--- src/verilog/slhs_pkg.sv ---
// package: register map, field layouts, reset values and counts of the stop exit sequencer
package slhs_pkg;

	// ------------------------------------------------------------------
	// register byte offsets
	// ------------------------------------------------------------------
	localparam logic [7:0] OFF_CTRL   = 8'h00;
	localparam logic [7:0] OFF_CLKSEL = 8'h04;
	localparam logic [7:0] OFF_SLOW   = 8'h08;
	localparam logic [7:0] OFF_STATUS = 8'h0c;

	// ------------------------------------------------------------------
	// field layouts (bit 0 is the last member)
	// ------------------------------------------------------------------
	typedef struct packed {
		logic pll_on;
		logic auto_bw;
		logic pseudo_stop_enable;
		logic limp_home_irq_enable;
		logic forced_clock_monitor_enable;
		logic clock_monitor_enable;
		logic stop_exit_delay_enable;
		logic no_limp_home_select;
	} slhs_ctrl_t;

	typedef struct packed {
		logic bus_clock_pll_select;
		logic module_clock_slow_select;
	} slhs_clksel_t;

	typedef struct packed {
		logic ext_irq;
		logic nonmaskable_irq_pin;
		logic key_wake_j;
		logic key_wake_h;
		logic can_wake;
	} slhs_wake_t;

	// status word: bit 0 limp status, bit 1 change flag (write one to clear)
	localparam int STAT_LIMP_BIT = 0;
	localparam int STAT_FLAG_BIT = 1;
	localparam int SLOW_W        = 6;

	// ------------------------------------------------------------------
	// reset values
	// ------------------------------------------------------------------
	localparam slhs_ctrl_t   CTRL_RST   = 8'hc6;
	localparam slhs_clksel_t CLKSEL_RST = 2'h0;
	localparam logic [SLOW_W-1:0] SLOW_RST = 6'h00;

	// ------------------------------------------------------------------
	// counts in divided slow clock cycles; 13-stage counter wraps at 8192
	// ------------------------------------------------------------------
	localparam logic [12:0] EXIT_DELAY_DIVIDED_SLOW_CLOCK = 13'h1000;
	localparam logic [12:0] SHORT_EXIT_DIVIDED_SLOW_CLOCK = 13'h0010;

	typedef enum {S_RUN, S_STOP, S_EXIT_WAIT} slhs_state_t;

endpackage : slhs_pkg

--- src/verilog/slhs_sequencer.sv ---
// module: stop / pseudo-stop exit and limp-home sequencer with ahb-lite registers
// Function
// - in limp-home, check clock monitor when count reaches 4096, i.e. once every 8192 counts
// - clock found: leave limp-home, clear limp status, set change flag
// - on limp exit, pll and slow select outputs return to stored values
// - auto bandwidth and pll select both set: request pll relock on exit
// - square-wave clock, no delay: stop released at once, status never set
// - pseudo-stop enable set: stop keeps oscillator running
// - pseudo-stop exits on reset, irq pins, key wake-ups or can wake-up
// - delayed exit with limp allowed: limp-home, pll select high, slow low
// - delayed exit: after 4096 counts, clock present resumes on external clock
// - crystal failed: resume in limp-home with status and change flag set
// - limp allowed, no delay: pseudo-stop released without counter delay
// - recovering on limp clock restarts the vco halted in stop
// - no limp, monitor on: stop instruction causes clock-monitor reset
// - no limp, monitor off, delay: resume on external clock after 4096
// - no limp, monitor off, no delay: pseudo-stop resumes after 16
// - delay counts divided slow clock, so it scales with slow divider
// - delay bit one gives 4096 count wait; zero gives none, or 16 for pseudo-stop with no limp
// - limp allowed: monitor enables masked at stop, no monitor failure
// - limp interrupt raised when change flag set and irq enable set
//
// Design decisions made here: the register offsets and the AHB-Lite register port.
module slhs_sequencer (
	input  wire logic               clk_sys,
	input  wire logic               reset,
	input  wire logic               hsel,
	input  wire logic [31:0]        haddr,
	input  wire logic [1:0]         htrans,
	input  wire logic               hwrite,
	input  wire logic [2:0]         hsize,
	input  wire logic [31:0]        hwdata,
	input  wire logic               hready,
	output logic      [31:0]        hrdata,
	output logic                    hreadyout,
	output logic                    hresp,
	input  wire logic               stop_exec,
	input  wire slhs_pkg::slhs_wake_t wake_pins,
	input  wire logic               clock_present_pin,
	output logic                    bus_clock_pll_select_out,
	output logic                    module_clock_slow_select_out,
	output logic                    clock_monitor_active,
	output logic                    clock_monitor_reset,
	output logic                    osc_run,
	output logic                    vco_run,
	output logic                    stop_active,
	output logic                    pll_relock,
	output logic                    limp_home_irq
);

	// ------------------------------------------------------------------
	// pin synchronisers
	// ------------------------------------------------------------------
	logic [5:0] pins_s;

	slhs_sync #(.W(6)) u_sync (
		.clk_sys (clk_sys),
		.reset   (reset),
		.d       ({wake_pins, clock_present_pin}),
		.q       (pins_s)
	);

	wire wake_any = |pins_s[5:1];
	wire clk_ok   = pins_s[0];

	// ------------------------------------------------------------------
	// registers
	// ------------------------------------------------------------------
	slhs_pkg::slhs_ctrl_t        ctrl;
	slhs_pkg::slhs_clksel_t      clksel;
	logic [slhs_pkg::SLOW_W-1:0] slow;
	logic                        status_lh;
	logic                        flag;
	logic                        limp;
	logic                        pseudo_stop_enable_mode;
	slhs_pkg::slhs_state_t       state;
	slhs_pkg::slhs_state_t       next_state;
	logic                        next_limp;
	logic                        next_status;
	logic                        next_pseudo_stop_enable;
	logic                        set_flag;
	logic                        wake_start;
	logic                        cm_reset;
	logic                        relock;
	logic [12:0]                 cnt;
	logic [12:0]                 exit_target;
	logic [7:0]                  divcnt;

	// ------------------------------------------------------------------
	// ahb-lite slave
	// ------------------------------------------------------------------
	logic       dp_wr;
	logic       dp_rd;
	logic [7:0] dp_addr;

	wire ap_valid = hsel && hready && htrans[1] && (hsize == 3'h2);
	wire in_map   = haddr[31:4] == 28'h000_0000;

	always_ff @(posedge clk_sys) begin
		if (reset) begin
			dp_wr   <= 1'b0;
			dp_rd   <= 1'b0;
			dp_addr <= 8'h00;
		end else begin
			dp_wr   <= ap_valid && hwrite && in_map;
			dp_rd   <= ap_valid && !hwrite && in_map;
			dp_addr <= haddr[7:0];
		end
	end

	wire wr_ctrl   = dp_wr && (dp_addr == slhs_pkg::OFF_CTRL);
	wire wr_clksel = dp_wr && (dp_addr == slhs_pkg::OFF_CLKSEL);
	wire wr_slow   = dp_wr && (dp_addr == slhs_pkg::OFF_SLOW);
	wire wr_status = dp_wr && (dp_addr == slhs_pkg::OFF_STATUS);
	wire flag_clr  = wr_status && hwdata[slhs_pkg::STAT_FLAG_BIT];

	// pll select cannot be set with pll off; pll on cannot clear while selected
	wire new_bus_clock_pll_select  = hwdata[1] && ctrl.pll_on;
	wire new_pllon = hwdata[7] || clksel.bus_clock_pll_select;

	always_ff @(posedge clk_sys) begin
		if (reset) begin
			ctrl   <= slhs_pkg::CTRL_RST;
			clksel <= slhs_pkg::CLKSEL_RST;
			slow   <= slhs_pkg::SLOW_RST;
		end else begin
			if (wr_ctrl)
				ctrl <= {new_pllon, hwdata[6:0]};
			if (wr_clksel)
				clksel <= {new_bus_clock_pll_select, hwdata[0]};
			if (wr_slow)
				slow <= hwdata[slhs_pkg::SLOW_W-1:0];
		end
	end

	wire [31:0] rd_mux =
		(dp_addr == slhs_pkg::OFF_CTRL)   ? {24'h00_0000, ctrl} :
		(dp_addr == slhs_pkg::OFF_CLKSEL) ? {30'h0000_0000, clksel} :
		(dp_addr == slhs_pkg::OFF_SLOW)   ? {26'h000_0000, slow} :
		(dp_addr == slhs_pkg::OFF_STATUS) ? {26'h000_0000, pseudo_stop_enable_mode, limp, stop_active, 1'b0, flag, status_lh} :
		32'h0000_0000;

	assign hrdata    = dp_rd ? rd_mux : 32'h0000_0000;
	assign hreadyout = 1'b1;
	assign hresp     = 1'b0;

	// ------------------------------------------------------------------
	// divided slow clock tick and 13-stage counter
	// ------------------------------------------------------------------
	function automatic logic [7:0] divided_slow_clock_period(input logic [slhs_pkg::SLOW_W-1:0] s);
		divided_slow_clock_period = (s == '0) ? 8'h02 : {s, 2'b00};
	endfunction : divided_slow_clock_period

	wire        divided_slow_clock_tick = divcnt >= (divided_slow_clock_period(slow) - 8'h01);
	wire [12:0] next_cnt  = cnt + 13'h0001;
	wire        periodic  = divided_slow_clock_tick && (next_cnt == slhs_pkg::EXIT_DELAY_DIVIDED_SLOW_CLOCK);
	wire        exit_hit  = divided_slow_clock_tick && (next_cnt == exit_target);
	wire        cm_on     = ctrl.clock_monitor_enable || ctrl.forced_clock_monitor_enable;

	always_ff @(posedge clk_sys) begin
		if (reset || divided_slow_clock_tick)
			divcnt <= 8'h00;
		else
			divcnt <= divcnt + 8'h01;
	end

	always_ff @(posedge clk_sys) begin
		if (reset || wake_start)
			cnt <= 13'h0000;
		else if (divided_slow_clock_tick)
			cnt <= next_cnt;
	end

	// ------------------------------------------------------------------
	// sequencer
	// ------------------------------------------------------------------
	always_comb begin
		next_state  = state;
		next_limp   = limp;
		next_status = status_lh;
		next_pseudo_stop_enable   = pseudo_stop_enable_mode;
		set_flag    = 1'b0;
		wake_start  = 1'b0;
		cm_reset    = 1'b0;
		relock      = 1'b0;
		unique case (state)
			slhs_pkg::S_RUN: begin
				if (stop_exec) begin
					if (ctrl.no_limp_home_select && cm_on) begin
						cm_reset = 1'b1;
					end else begin
						next_state = slhs_pkg::S_STOP;
						next_pseudo_stop_enable  = ctrl.pseudo_stop_enable;
					end
				end else if (limp && periodic && clk_ok) begin
					next_limp   = 1'b0;
					next_status = 1'b0;
					set_flag    = 1'b1;
					relock      = ctrl.auto_bw && clksel.bus_clock_pll_select;
				end
			end
			slhs_pkg::S_STOP: begin
				if (wake_any) begin
					wake_start = 1'b1;
					if (!ctrl.no_limp_home_select && ctrl.stop_exit_delay_enable) begin
						next_limp  = 1'b1;
						next_state = slhs_pkg::S_EXIT_WAIT;
					end else if (!ctrl.no_limp_home_select) begin
						next_state = slhs_pkg::S_RUN;
						if (!clk_ok && !limp) begin
							next_limp   = 1'b1;
							next_status = 1'b1;
							set_flag    = 1'b1;
						end else if (clk_ok && limp) begin
							next_limp   = 1'b0;
							next_status = 1'b0;
							set_flag    = status_lh;
							relock      = ctrl.auto_bw && clksel.bus_clock_pll_select;
						end
					end else if (ctrl.stop_exit_delay_enable || pseudo_stop_enable_mode) begin
						next_state = slhs_pkg::S_EXIT_WAIT;
					end else begin
						next_state = slhs_pkg::S_RUN;
					end
				end
			end
			slhs_pkg::S_EXIT_WAIT: begin
				if (exit_hit) begin
					next_state = slhs_pkg::S_RUN;
					if (limp && clk_ok) begin
						next_limp   = 1'b0;
						next_status = 1'b0;
						set_flag    = status_lh;
						relock      = ctrl.auto_bw && clksel.bus_clock_pll_select;
					end else if (limp && !status_lh) begin
						next_status = 1'b1;
						set_flag    = 1'b1;
					end
				end
			end
		endcase
	end

	always_ff @(posedge clk_sys) begin
		if (reset) begin
			state       <= slhs_pkg::S_RUN;
			limp        <= 1'b0;
			status_lh   <= 1'b0;
			pseudo_stop_enable_mode   <= 1'b0;
			exit_target <= slhs_pkg::EXIT_DELAY_DIVIDED_SLOW_CLOCK;
		end else begin
			state     <= next_state;
			limp      <= next_limp;
			status_lh <= next_status;
			pseudo_stop_enable_mode <= next_pseudo_stop_enable;
			if (wake_start)
				exit_target <= ctrl.stop_exit_delay_enable ? slhs_pkg::EXIT_DELAY_DIVIDED_SLOW_CLOCK
				                                           : slhs_pkg::SHORT_EXIT_DIVIDED_SLOW_CLOCK;
		end
	end

	// set wins over the write-one clear
	always_ff @(posedge clk_sys) begin
		if (reset)
			flag <= 1'b0;
		else
			flag <= set_flag || (flag && !flag_clr);
	end

	// ------------------------------------------------------------------
	// outputs
	// ------------------------------------------------------------------
	assign bus_clock_pll_select_out     = limp || clksel.bus_clock_pll_select;
	assign module_clock_slow_select_out = !limp && clksel.module_clock_slow_select;
	assign clock_monitor_active         = limp || (cm_on && state != slhs_pkg::S_STOP);
	assign clock_monitor_reset          = cm_reset;
	assign osc_run                      = (state != slhs_pkg::S_STOP) || pseudo_stop_enable_mode;
	assign vco_run                      = (state != slhs_pkg::S_STOP) && (ctrl.pll_on || limp);
	assign stop_active                  = state != slhs_pkg::S_RUN;
	assign pll_relock                   = relock;
	assign limp_home_irq                = flag && ctrl.limp_home_irq_enable;
endmodule : slhs_sequencer

--- src/verilog/slhs_sync.sv ---
// module: two flip-flop synchroniser for pin inputs
module slhs_sync #(
	parameter int W = 1
) (
	input  wire logic         clk_sys,
	input  wire logic         reset,
	input  wire logic [W-1:0] d,
	output logic      [W-1:0] q
);

	logic [W-1:0] meta;

	always_ff @(posedge clk_sys) begin
		if (reset) begin
			meta <= '0;
			q    <= '0;
		end else begin
			meta <= d;
			q    <= meta;
		end
	end

endmodule : slhs_sync
--- config.mk ---
export PLATFORM = sky130hd
export DESIGN_NAME = slhs_sequencer
export DESIGN_NICKNAME = d
export VERILOG_FILES = /design/src/verilog/slhs_pkg.sv /design/src/verilog/slhs_sequencer.sv /design/src/verilog/slhs_sync.sv
export SDC_FILE = /design/constraint.sdc
export NUM_CORES = 1
export LEC_CHECK = 0
export BUFFER_PORTS_ARGS = -buffer_cell sky130_fd_sc_hd__buf_2
export CAP_MARGIN = 20
export CORE_MARGIN = 8
export CORE_UTILIZATION = 49
export DETAILED_ROUTE_END_ITERATION = 16
export PLACE_DENSITY = 0.75
export SLEW_MARGIN = 30
export SYNTH_ARGS = -nofsm -noshare
export SYNTH_HDL_FRONTEND = slang
export SYNTH_SLANG_ARGS = --single-unit
--- constraint.sdc ---
create_clock -name clk_sys -period 5 [get_ports clk_sys]
set_clock_uncertainty 0.2 [all_clocks]
set_input_delay 0.25 -clock clk_sys [delete_from_list [all_inputs] [get_ports clk_sys]]
set_output_delay 0.25 -clock clk_sys [all_outputs]
set_load 0.02 [all_outputs]
==> metrics.yaml, run 1 <==
syn_inst: 441
worst_pin_slew_ps: 840
synth_seq_cells: 67
synth.avg_cell_area_sq_um: 8.47
grt_pass1_vias: 3473
rsz0062_at_grt: "false"
grt_max_degree: 51
via_per_inst: 5.30
cp-end-kind: "output port"
power_w: 0.00148
hold_ws_ps: 99.1
leakage_nw: 1.94
dp_hpwl_microns: 6500
final_nets: 625
max_freq_ghz: 0.214
cp_slowest_stage_delay_ps: 570
stdcell_count: 635
grt_pass1_wl_microns: 15200
cts.root.buffer_cell: "clkbuf_8"
antennaDiodeCount: 0
crit_type: "reg -> out"
die_x_microns: 103
ant_nets: 0
hold_violations: 0
fin_crit_sh: 0.935
multi_input_area_sq_um: 2140
hold_end: "pseudo_stop_enable_mode$_SDFFE_PP0P_"
die_area_sq_um: 10700
r2r_start: "slow[0]$_SDFFE_PP0P_"
gr-total-overflow: 0
crit_fanout: 7
gp_congestion: 0.893
clk_latency_ps: 350
power_density_nw_per_um2: 327
slew_headroom: 0.440
areaGrowthSynthToFinish_pct: 20.8
cp.arrival_ps: 4230
postCtsSetupRepairBufs: 0
dr_total_vias: 3365
slew_viol_final: 0
dp.cells: 591
rrSetupSlack_ps: 1000
setup_viol: 0
crit_slowest_cell: "or4_4"
initial_core_util: 0.494
drc_errors: 0
row_count: 32
drive_gt1_frac: 0.191
numCtsBuffers: 9
ys_async_sr_fraction: 0
synth-edff-count: 0
yosysWarnings: 0
path_cells: "or3_1 -> or3_1 -> nor2_1 -> nor3_1 -> a21oi_1 -> ha_1 -> nand2_1 -> o21ai_0 -> a211o_1 -> or4b_4 -> or4_4 -> or2_0 -> a21oi_1 -> buf_2"
r2r.worst_path.cells: 13
timing.setup.tns_ps: 0
htree_levels: 3
wl_microns: 9240
placed_area_sq_um: 4010
synth_flop_cell: "dfxtp_1"
firstDrtPassIters: 4
clk_pin_slew_worst_paths_ps: 80
finalInstanceArea_sq_um: 4510
die_h_microns: 103
cts_tree: "done"
antenna_found_initial: 0
clock-sinks: 67
ioPinCount: 124
track_usage: 0.180
fill_cells: 664
drv_cap: 0
cts_resized: 0
peakVddDrop_uv: 202
regArea_sq_um: 1340
cts_hold_buffers: 28
numPortBuffers: 72
clock_path_buffers: 2
wire_per_inst_microns: 14.6
synth_area_sq_um: 3740
required_ps: 4550
holdCritStartpoint: "stop_exec"
outcome: "complete, no violations"
cp-start-kind: "register"
yosysUniqueCellTypes: 61
hold_path_class: "in -> reg"
rr_endpoint: "status_lh$_SDFFE_PP0P_"
fin_crit_ps: 4680
hold_depth: 4
dr.first_iter.drc_count: 151
core_area_sq_um: 7570
ys_seq_area_frac: 0.359
[logic make-up after synthesis]
| family | count (synthesis) | synth area share |
|---|---|---|
| AO/OA/AOI/OAI | 62 | 0.115 |
| adder cells (fa/ha/maj) | 16 | 0.0536 |
| other | 2 | 0.00201 |
| flip-flops | 67 | 0.359 |
| multiplexers | 18 | 0.0482 |
| AND/OR/NAND/NOR | 194 | 0.277 |
| buffers and inverters | 60 | 0.0934 |
| XOR/XNOR | 22 | 0.0516 |
[layer usage]
layer / wire (microns) / GRT usage / vias to the layer above / part of all wire
met5: 0 / 0 / - / 0
met4: 268 / 0.0912 / 0 / 0.029
met3: 614 / 0.0609 / 25 / 0.066
met2: 4580 / 0.315 / 104 / 0.50
met1: 3780 / 0.189 / 1576 / 0.41
li1: - / - / 1660 / -
[cell type report]
type,count,area share
Clock inverter,6,0.0200
Timing Repair Buffer,101,0.144
Clock buffer,10,0.0283
Tap cell,102,0.0283
Sequential cell,67,0.297
Inverter,11,0.00915
Multi-Input combinational cell,338,0.473
[where the power goes]
group | total, W | switching [W] | internal, W
clock network | 0.000494 | 0.000213 | 0.000282
registers | 0.000597 | 0.0000344 | 0.000563
logic | 0.000385 | 0.000227 | 0.000158
[worst max-delay path: cells and delay by family, from the launching register on]
kind	cells	cell delay [ps]
adders and majority gates	1	160
DFF	1	370
AOI/OAI and AO/OA	4	660
buffers and inverters	1	190
and+or+nand+nor	8	2500
[flip-flops by register name (all words and copies together), names as in the netlist, 2 cells and up]
register,count
cnt,13
ctrl,8
divcnt,8
dp_addr,8
slow,6
u_sync.meta,6
u_sync.q,6
clksel,2
exit_target,2
state,2
[cell usage after synthesis, drive strengths merged (11+ instances only)]
library cell / count / area (sq um)
ha: 16 / 200
nand3: 22 / 110
nor3: 12 / 65.1
nand2: 28 / 105
inv: 11 / 41.3
nor4: 12 / 75.1
dfxtp: 67 / 1340
buf: 34 / 251
xor2: 13 / 114
o21ai: 11 / 55.1
nor2b: 23 / 144
clkbuf: 15 / 56.3
a21oi: 18 / 90.1
mux2i: 18 / 180
nor2: 50 / 188
[metrics by stage]
| stage | util | setup WS [ps] |
|---|---|---|
| after floorplan | - | 1020 |
| after global placement | 0.530 | 789 |
| after detailed placement | 0.530 | 717 |
| after CTS | 0.596 | 294 |
| after global routing | 0.596 | 95.8 |
| final | 0.596 | 324 |
[cell usage in the layout, fill, tap and decap left out, types with 3 or more instances in the layout]
cell type / synthesis / routed
dfxtp_1: 67 / 67
nor3_1: 11 / 11
nor2b_1: 23 / 23
xnor2_1: 9 / 9
xor2_1: 13 / 13
ha_1: 16 / 16
nand3b_1: 4 / 4
o211ai_1: 3 / 3
or2_2: 3 / 3
and3_1: 8 / 8
mux2i_1: 18 / 18
nand2_1: 28 / 28
clkbuf_8: 0 / 9
inv_1: 11 / 11
a211oi_1: 3 / 3
o21ai_0: 11 / 11
a31oi_1: 5 / 5
conb_1: 2 / 26
a21oi_1: 18 / 18
nand3_1: 22 / 22
nand4_1: 6 / 6
nor2_1: 50 / 50
buf_2: 3 / 72
nand2b_1: 6 / 6
nor4_1: 12 / 12
dlygate4sd3_1: 0 / 28
[worst max path at each step]
| stage | end | depth (start not counted) | start | slack [ps] |
|---|---|---|---|---|
| 3_5_place_dp | pll_relock | 14 | slow[0]$_SDFFE_PP0P_ | 720 |
| 6_report | pll_relock | 14 | slow[0]$_SDFFE_PP0P_ | 320 |
| 3_3_place_gp | pll_relock | 14 | slow[0]$_SDFFE_PP0P_ | 790 |
| 2_1_floorplan | pll_relock | 13 | slow[0]$_SDFFE_PP0P_ | 1020 |
| 4_1_cts | pll_relock | 14 | slow[0]$_SDFFE_PP0P_ | 290 |
| 5_1_grt | pll_relock | 14 | slow[0]$_SDFFE_PP0P_ | 100 |
Note: power is estimated with default switching activity, not from simulation.
==> run 2: changes to the inputs <==
--- a/config.mk
+++ b/config.mk
@@ -8,9 +8,9 @@
 export BUFFER_PORTS_ARGS = -buffer_cell sky130_fd_sc_hd__buf_2
 export CAP_MARGIN = 20
 export CORE_MARGIN = 8
-export CORE_UTILIZATION = 49
+export CORE_UTILIZATION = 46
 export DETAILED_ROUTE_END_ITERATION = 16
-export PLACE_DENSITY = 0.75
+export PLACE_DENSITY = 0.74
 export SLEW_MARGIN = 30
 export SYNTH_ARGS = -nofsm -noshare
 export SYNTH_HDL_FRONTEND = slang
==> constraint.sdc (replaced) <==
create_clock -name clk_sys -period 3.8 [get_ports clk_sys]
set_clock_uncertainty 0.2 [all_clocks]
set_input_delay 0.19 -clock clk_sys [delete_from_list [all_inputs] [get_ports clk_sys]]
set_output_delay 0.19 -clock clk_sys [all_outputs]
set_load 0.02 [all_outputs]
==> run 2 against run 1 <==
  * The flow now finishes with violations (setup timing)
  * Worst setup slack got worse by 790 ps
  * Clock power grew 35%
  * First-iteration DRC count shrank 2.0%
  * Highest routed layer unchanged
  * Sequential share of layout area is 1.2 points lower
  * Largest power group unchanged
  * Cell count is 2.0% higher
  * Wire length up 6.2%
  * Critical path type unchanged
==> metrics.yaml, run 2 (synthesis gave the netlist of run 1 again) <==
outcome: "complete, but fails checks"  # was complete, no violations
violations: "setup timing"
path_cells: "or3_4 -> or3_4 -> o21a_1 -> ha_4 -> nand3_2 -> a21boi_2 -> a211o_1 -> or4b_4 -> or4_4 -> or2_4 -> a21oi_4 -> buf_6"  # was or3_1 -> or3_1 -> nor2_1 -> nor3_1 -> a21oi_1 -> ha_1 -> nand2_1 -> o21ai_0 -> a211o_1 -> or4b_4 -> or4_4 -> or2_0 -> a21oi_1 -> buf_2
cp.arrival_ps: 3870  # was 4230 ps
clk_latency_ps: 340  # was 350 ps
cts_tree: "done"  # unchanged
clock-sinks: 67  # unchanged
largest_register_ffs: 13  # unchanged
ioPinCount: 124  # unchanged
dp.cells: 603  # was 591
rrSetupSlack_ps: -130  # was 1000 ps
fin_crit_ps: 4260
layout_commonest_cell: "buf_2"  # unchanged
final_nets: 635  # was 625
grt_max_degree: 51  # unchanged
stdcell_count: 648  # was 635
crit_fanout: 3  # was 7
antenna_found_initial: 0  # unchanged
power_density_nw_per_um2: 430  # was 327 nW/um^2
path_depth: 12  # was 14
hold_path_class: "in -> reg"  # unchanged
multi_input_area_sq_um: 2240  # was 2140 sq um
crit_buf_inv: 1  # unchanged
r2r.worst_path.cells: 13  # unchanged
rr_endpoint: "limp$_SDFFE_PP0P_"  # was status_lh$_SDFFE_PP0P_
drive_gt1_frac: 0.234  # was 0.191
clk_pin_slew_worst_paths_ps: 80  # about the same
row_count: 33  # was 32
wl_met1_microns: 3990  # was 3780 microns
cp_slowest_stage_delay_ps: 500  # was 570 ps
required_ps: 3410  # was 4550 ps
firstDrtPassIters: 4  # unchanged
pre_cts_slack_ps: -107  # was 717 ps
gp_congestion: 0.850  # was 0.893
crit_top_cell: "or3_4"
grt_pass1_wl_microns: 16600  # was 15,200 microns
areaGrowthSynthToFinish_pct: 26.1  # was 20.8%
core_area_sq_um: 8050  # was 7570 sq um
via_per_inst: 5.31  # was 5.30
regArea_sq_um: 1340  # about the same
cp-endpoint: "pll_relock"  # unchanged
die_x_microns: 106  # was 103 microns
max_freq_ghz: 0.235
ant_nets: 0  # unchanged
leakage_nw: 2.00  # was 1.94 nW
die_area_sq_um: 11300  # was 10,700 sq um
fill_cells: 698  # was 664
drv_cap: 0  # unchanged
power_w: 0.00202  # was 0.00148 W
rsz0062_at_grt: "true"  # was false
worst_pin_slew_ps: 837  # was 840 ps
initial_core_util: 0.464  # was 0.494
final_core_util: 0.585  # was 0.596
fin_crit_sh: 1.12
r2r_start: "slow[2]$_SDFFE_PP0P_"  # was slow[0]$_SDFFE_PP0P_
cp-startpoint: "slow[2]$_SDFFE_PP0P_"  # was slow[0]$_SDFFE_PP0P_
htree_levels: 3  # unchanged
largest_register: "cnt"  # unchanged
dr_total_vias: 3438  # was 3,365
cp-end-kind: "output port"  # unchanged
numCtsBuffers: 9  # unchanged
grt_pass1_vias: 3526  # was 3,473
dr.first_iter.drc_count: 148  # was 151
cp-start-kind: "register"  # unchanged
slew_headroom: 0.442  # was 0.440
fin_ws_ps: -463  # was 324 ps
dp_hpwl_microns: 6770  # was 6500 microns
wl_microns: 9820  # was 9240 microns
cts.root.buffer_cell: "clkbuf_8"  # unchanged
die_h_microns: 106  # was 103 microns
top_layer_used: "met4"  # unchanged
crit_slowest_cell: "or4_4"  # unchanged
wl_met3_microns: 671  # was 614 microns
setup_viol: 3  # was 0
wire_per_inst_microns: 15.2  # was 14.6 microns
gr-total-overflow: 0  # unchanged
drc_errors: 0  # unchanged
crit_family: "simple AND/OR/NAND/NOR gates"  # unchanged
track_usage: 0.177  # was 0.180
antennaDiodeCount: 0  # unchanged
peakVddDrop_uv: 280  # was 202 uV
hold_violations: 0  # unchanged
met2_length_microns: 5050  # was 4580 microns
slew_viol_final: 0  # unchanged
crit_type: "reg -> out"  # unchanged
clock_path_buffers: 2  # unchanged
numPortBuffers: 72  # unchanged
layout_common_cells: "buf_2, dfxtp_1, nor2_1"  # unchanged
-- run 2: changes by cell type in the layout (fill, tap and decap cells not counted), sizes merged --
cell	before	now
clkinvlp	1	2
buf	73	83
clkinv	3	2
-- run 2: worst reg2reg max path, cell delays in order (launching register included) --
cell and delay, ps:
dfxtp_1 320, or3_4 380, or3_4 400, o21a_1 230, ha_4 280, nand3_2 90, a21boi_2 140, a211o_1 140
or4b_4 480, or4_4 500, buf_4 150, buf_6 120, a221oi_4 230, o32ai_2 130
-- run 2: power by group --
group,internal (W),switching (W)
Clock,0.000387,0.000281
Sequential,0.000741,0.0000464
Combinational,0.000232,0.000336
-- run 2: cell type report --
cell class,count,share of cell area
sequential,67,0.285
multi-input combinational,338,0.475
inverter,11,0.00876
clock buffer,10,0.0292
tap,105,0.0279
clock inverter,6,0.0189
timing repair buffer,111,0.156
-- run 2: per-stage QoR --
step	hold slack, ps	TNS (ps)	cell area [sq um]
floorplan	67.9	0	3840
CTS	51.3	-433	4640
finish	70.4	-681	4710
global route	107	-1250	4710
global placement	174	-92.9	4100
detailed placement	178	-133	4100
-- run 2: per-layer routing --
| layer | vias up | track usage |
|---|---|---|
| li1 | 1690 | - |
| met1 | 1629 | 0.196 |
| met2 | 109 | 0.312 |
| met3 | 10 | 0.0526 |
| met4 | 0 | 0.0643 |
| met5 | - | 0 |
-- run 2: how the worst min path moves through the flow --
stage	startpoint	to	slack [ps]	depth (start not counted)
floorplan	hwrite	dp_rd$_SDFF_PP0_	70	1
global placement	hwrite	dp_rd$_SDFF_PP0_	170	2
detailed placement	hwrite	dp_rd$_SDFF_PP0_	180	2
CTS	stop_exec	pseudo_stop_enable_mode$_SDFFE_PP0P_	50	4
global route	stop_exec	pseudo_stop_enable_mode$_SDFFE_PP0P_	110	4
finish	stop_exec	pseudo_stop_enable_mode$_SDFFE_PP0P_	70	4
-- run 2: what timing repair did --
action / 4_1_cts / 5_1_grt
setup buffers: 0 / 1
hold buffers: 28 / 0
pin swaps: 2 / 17
endpoints found under the hold margin: 32 / 0
endpoints found under the setup margin: 3 / 4
cloned: 0 / 0
resized for setup: 10 / 11
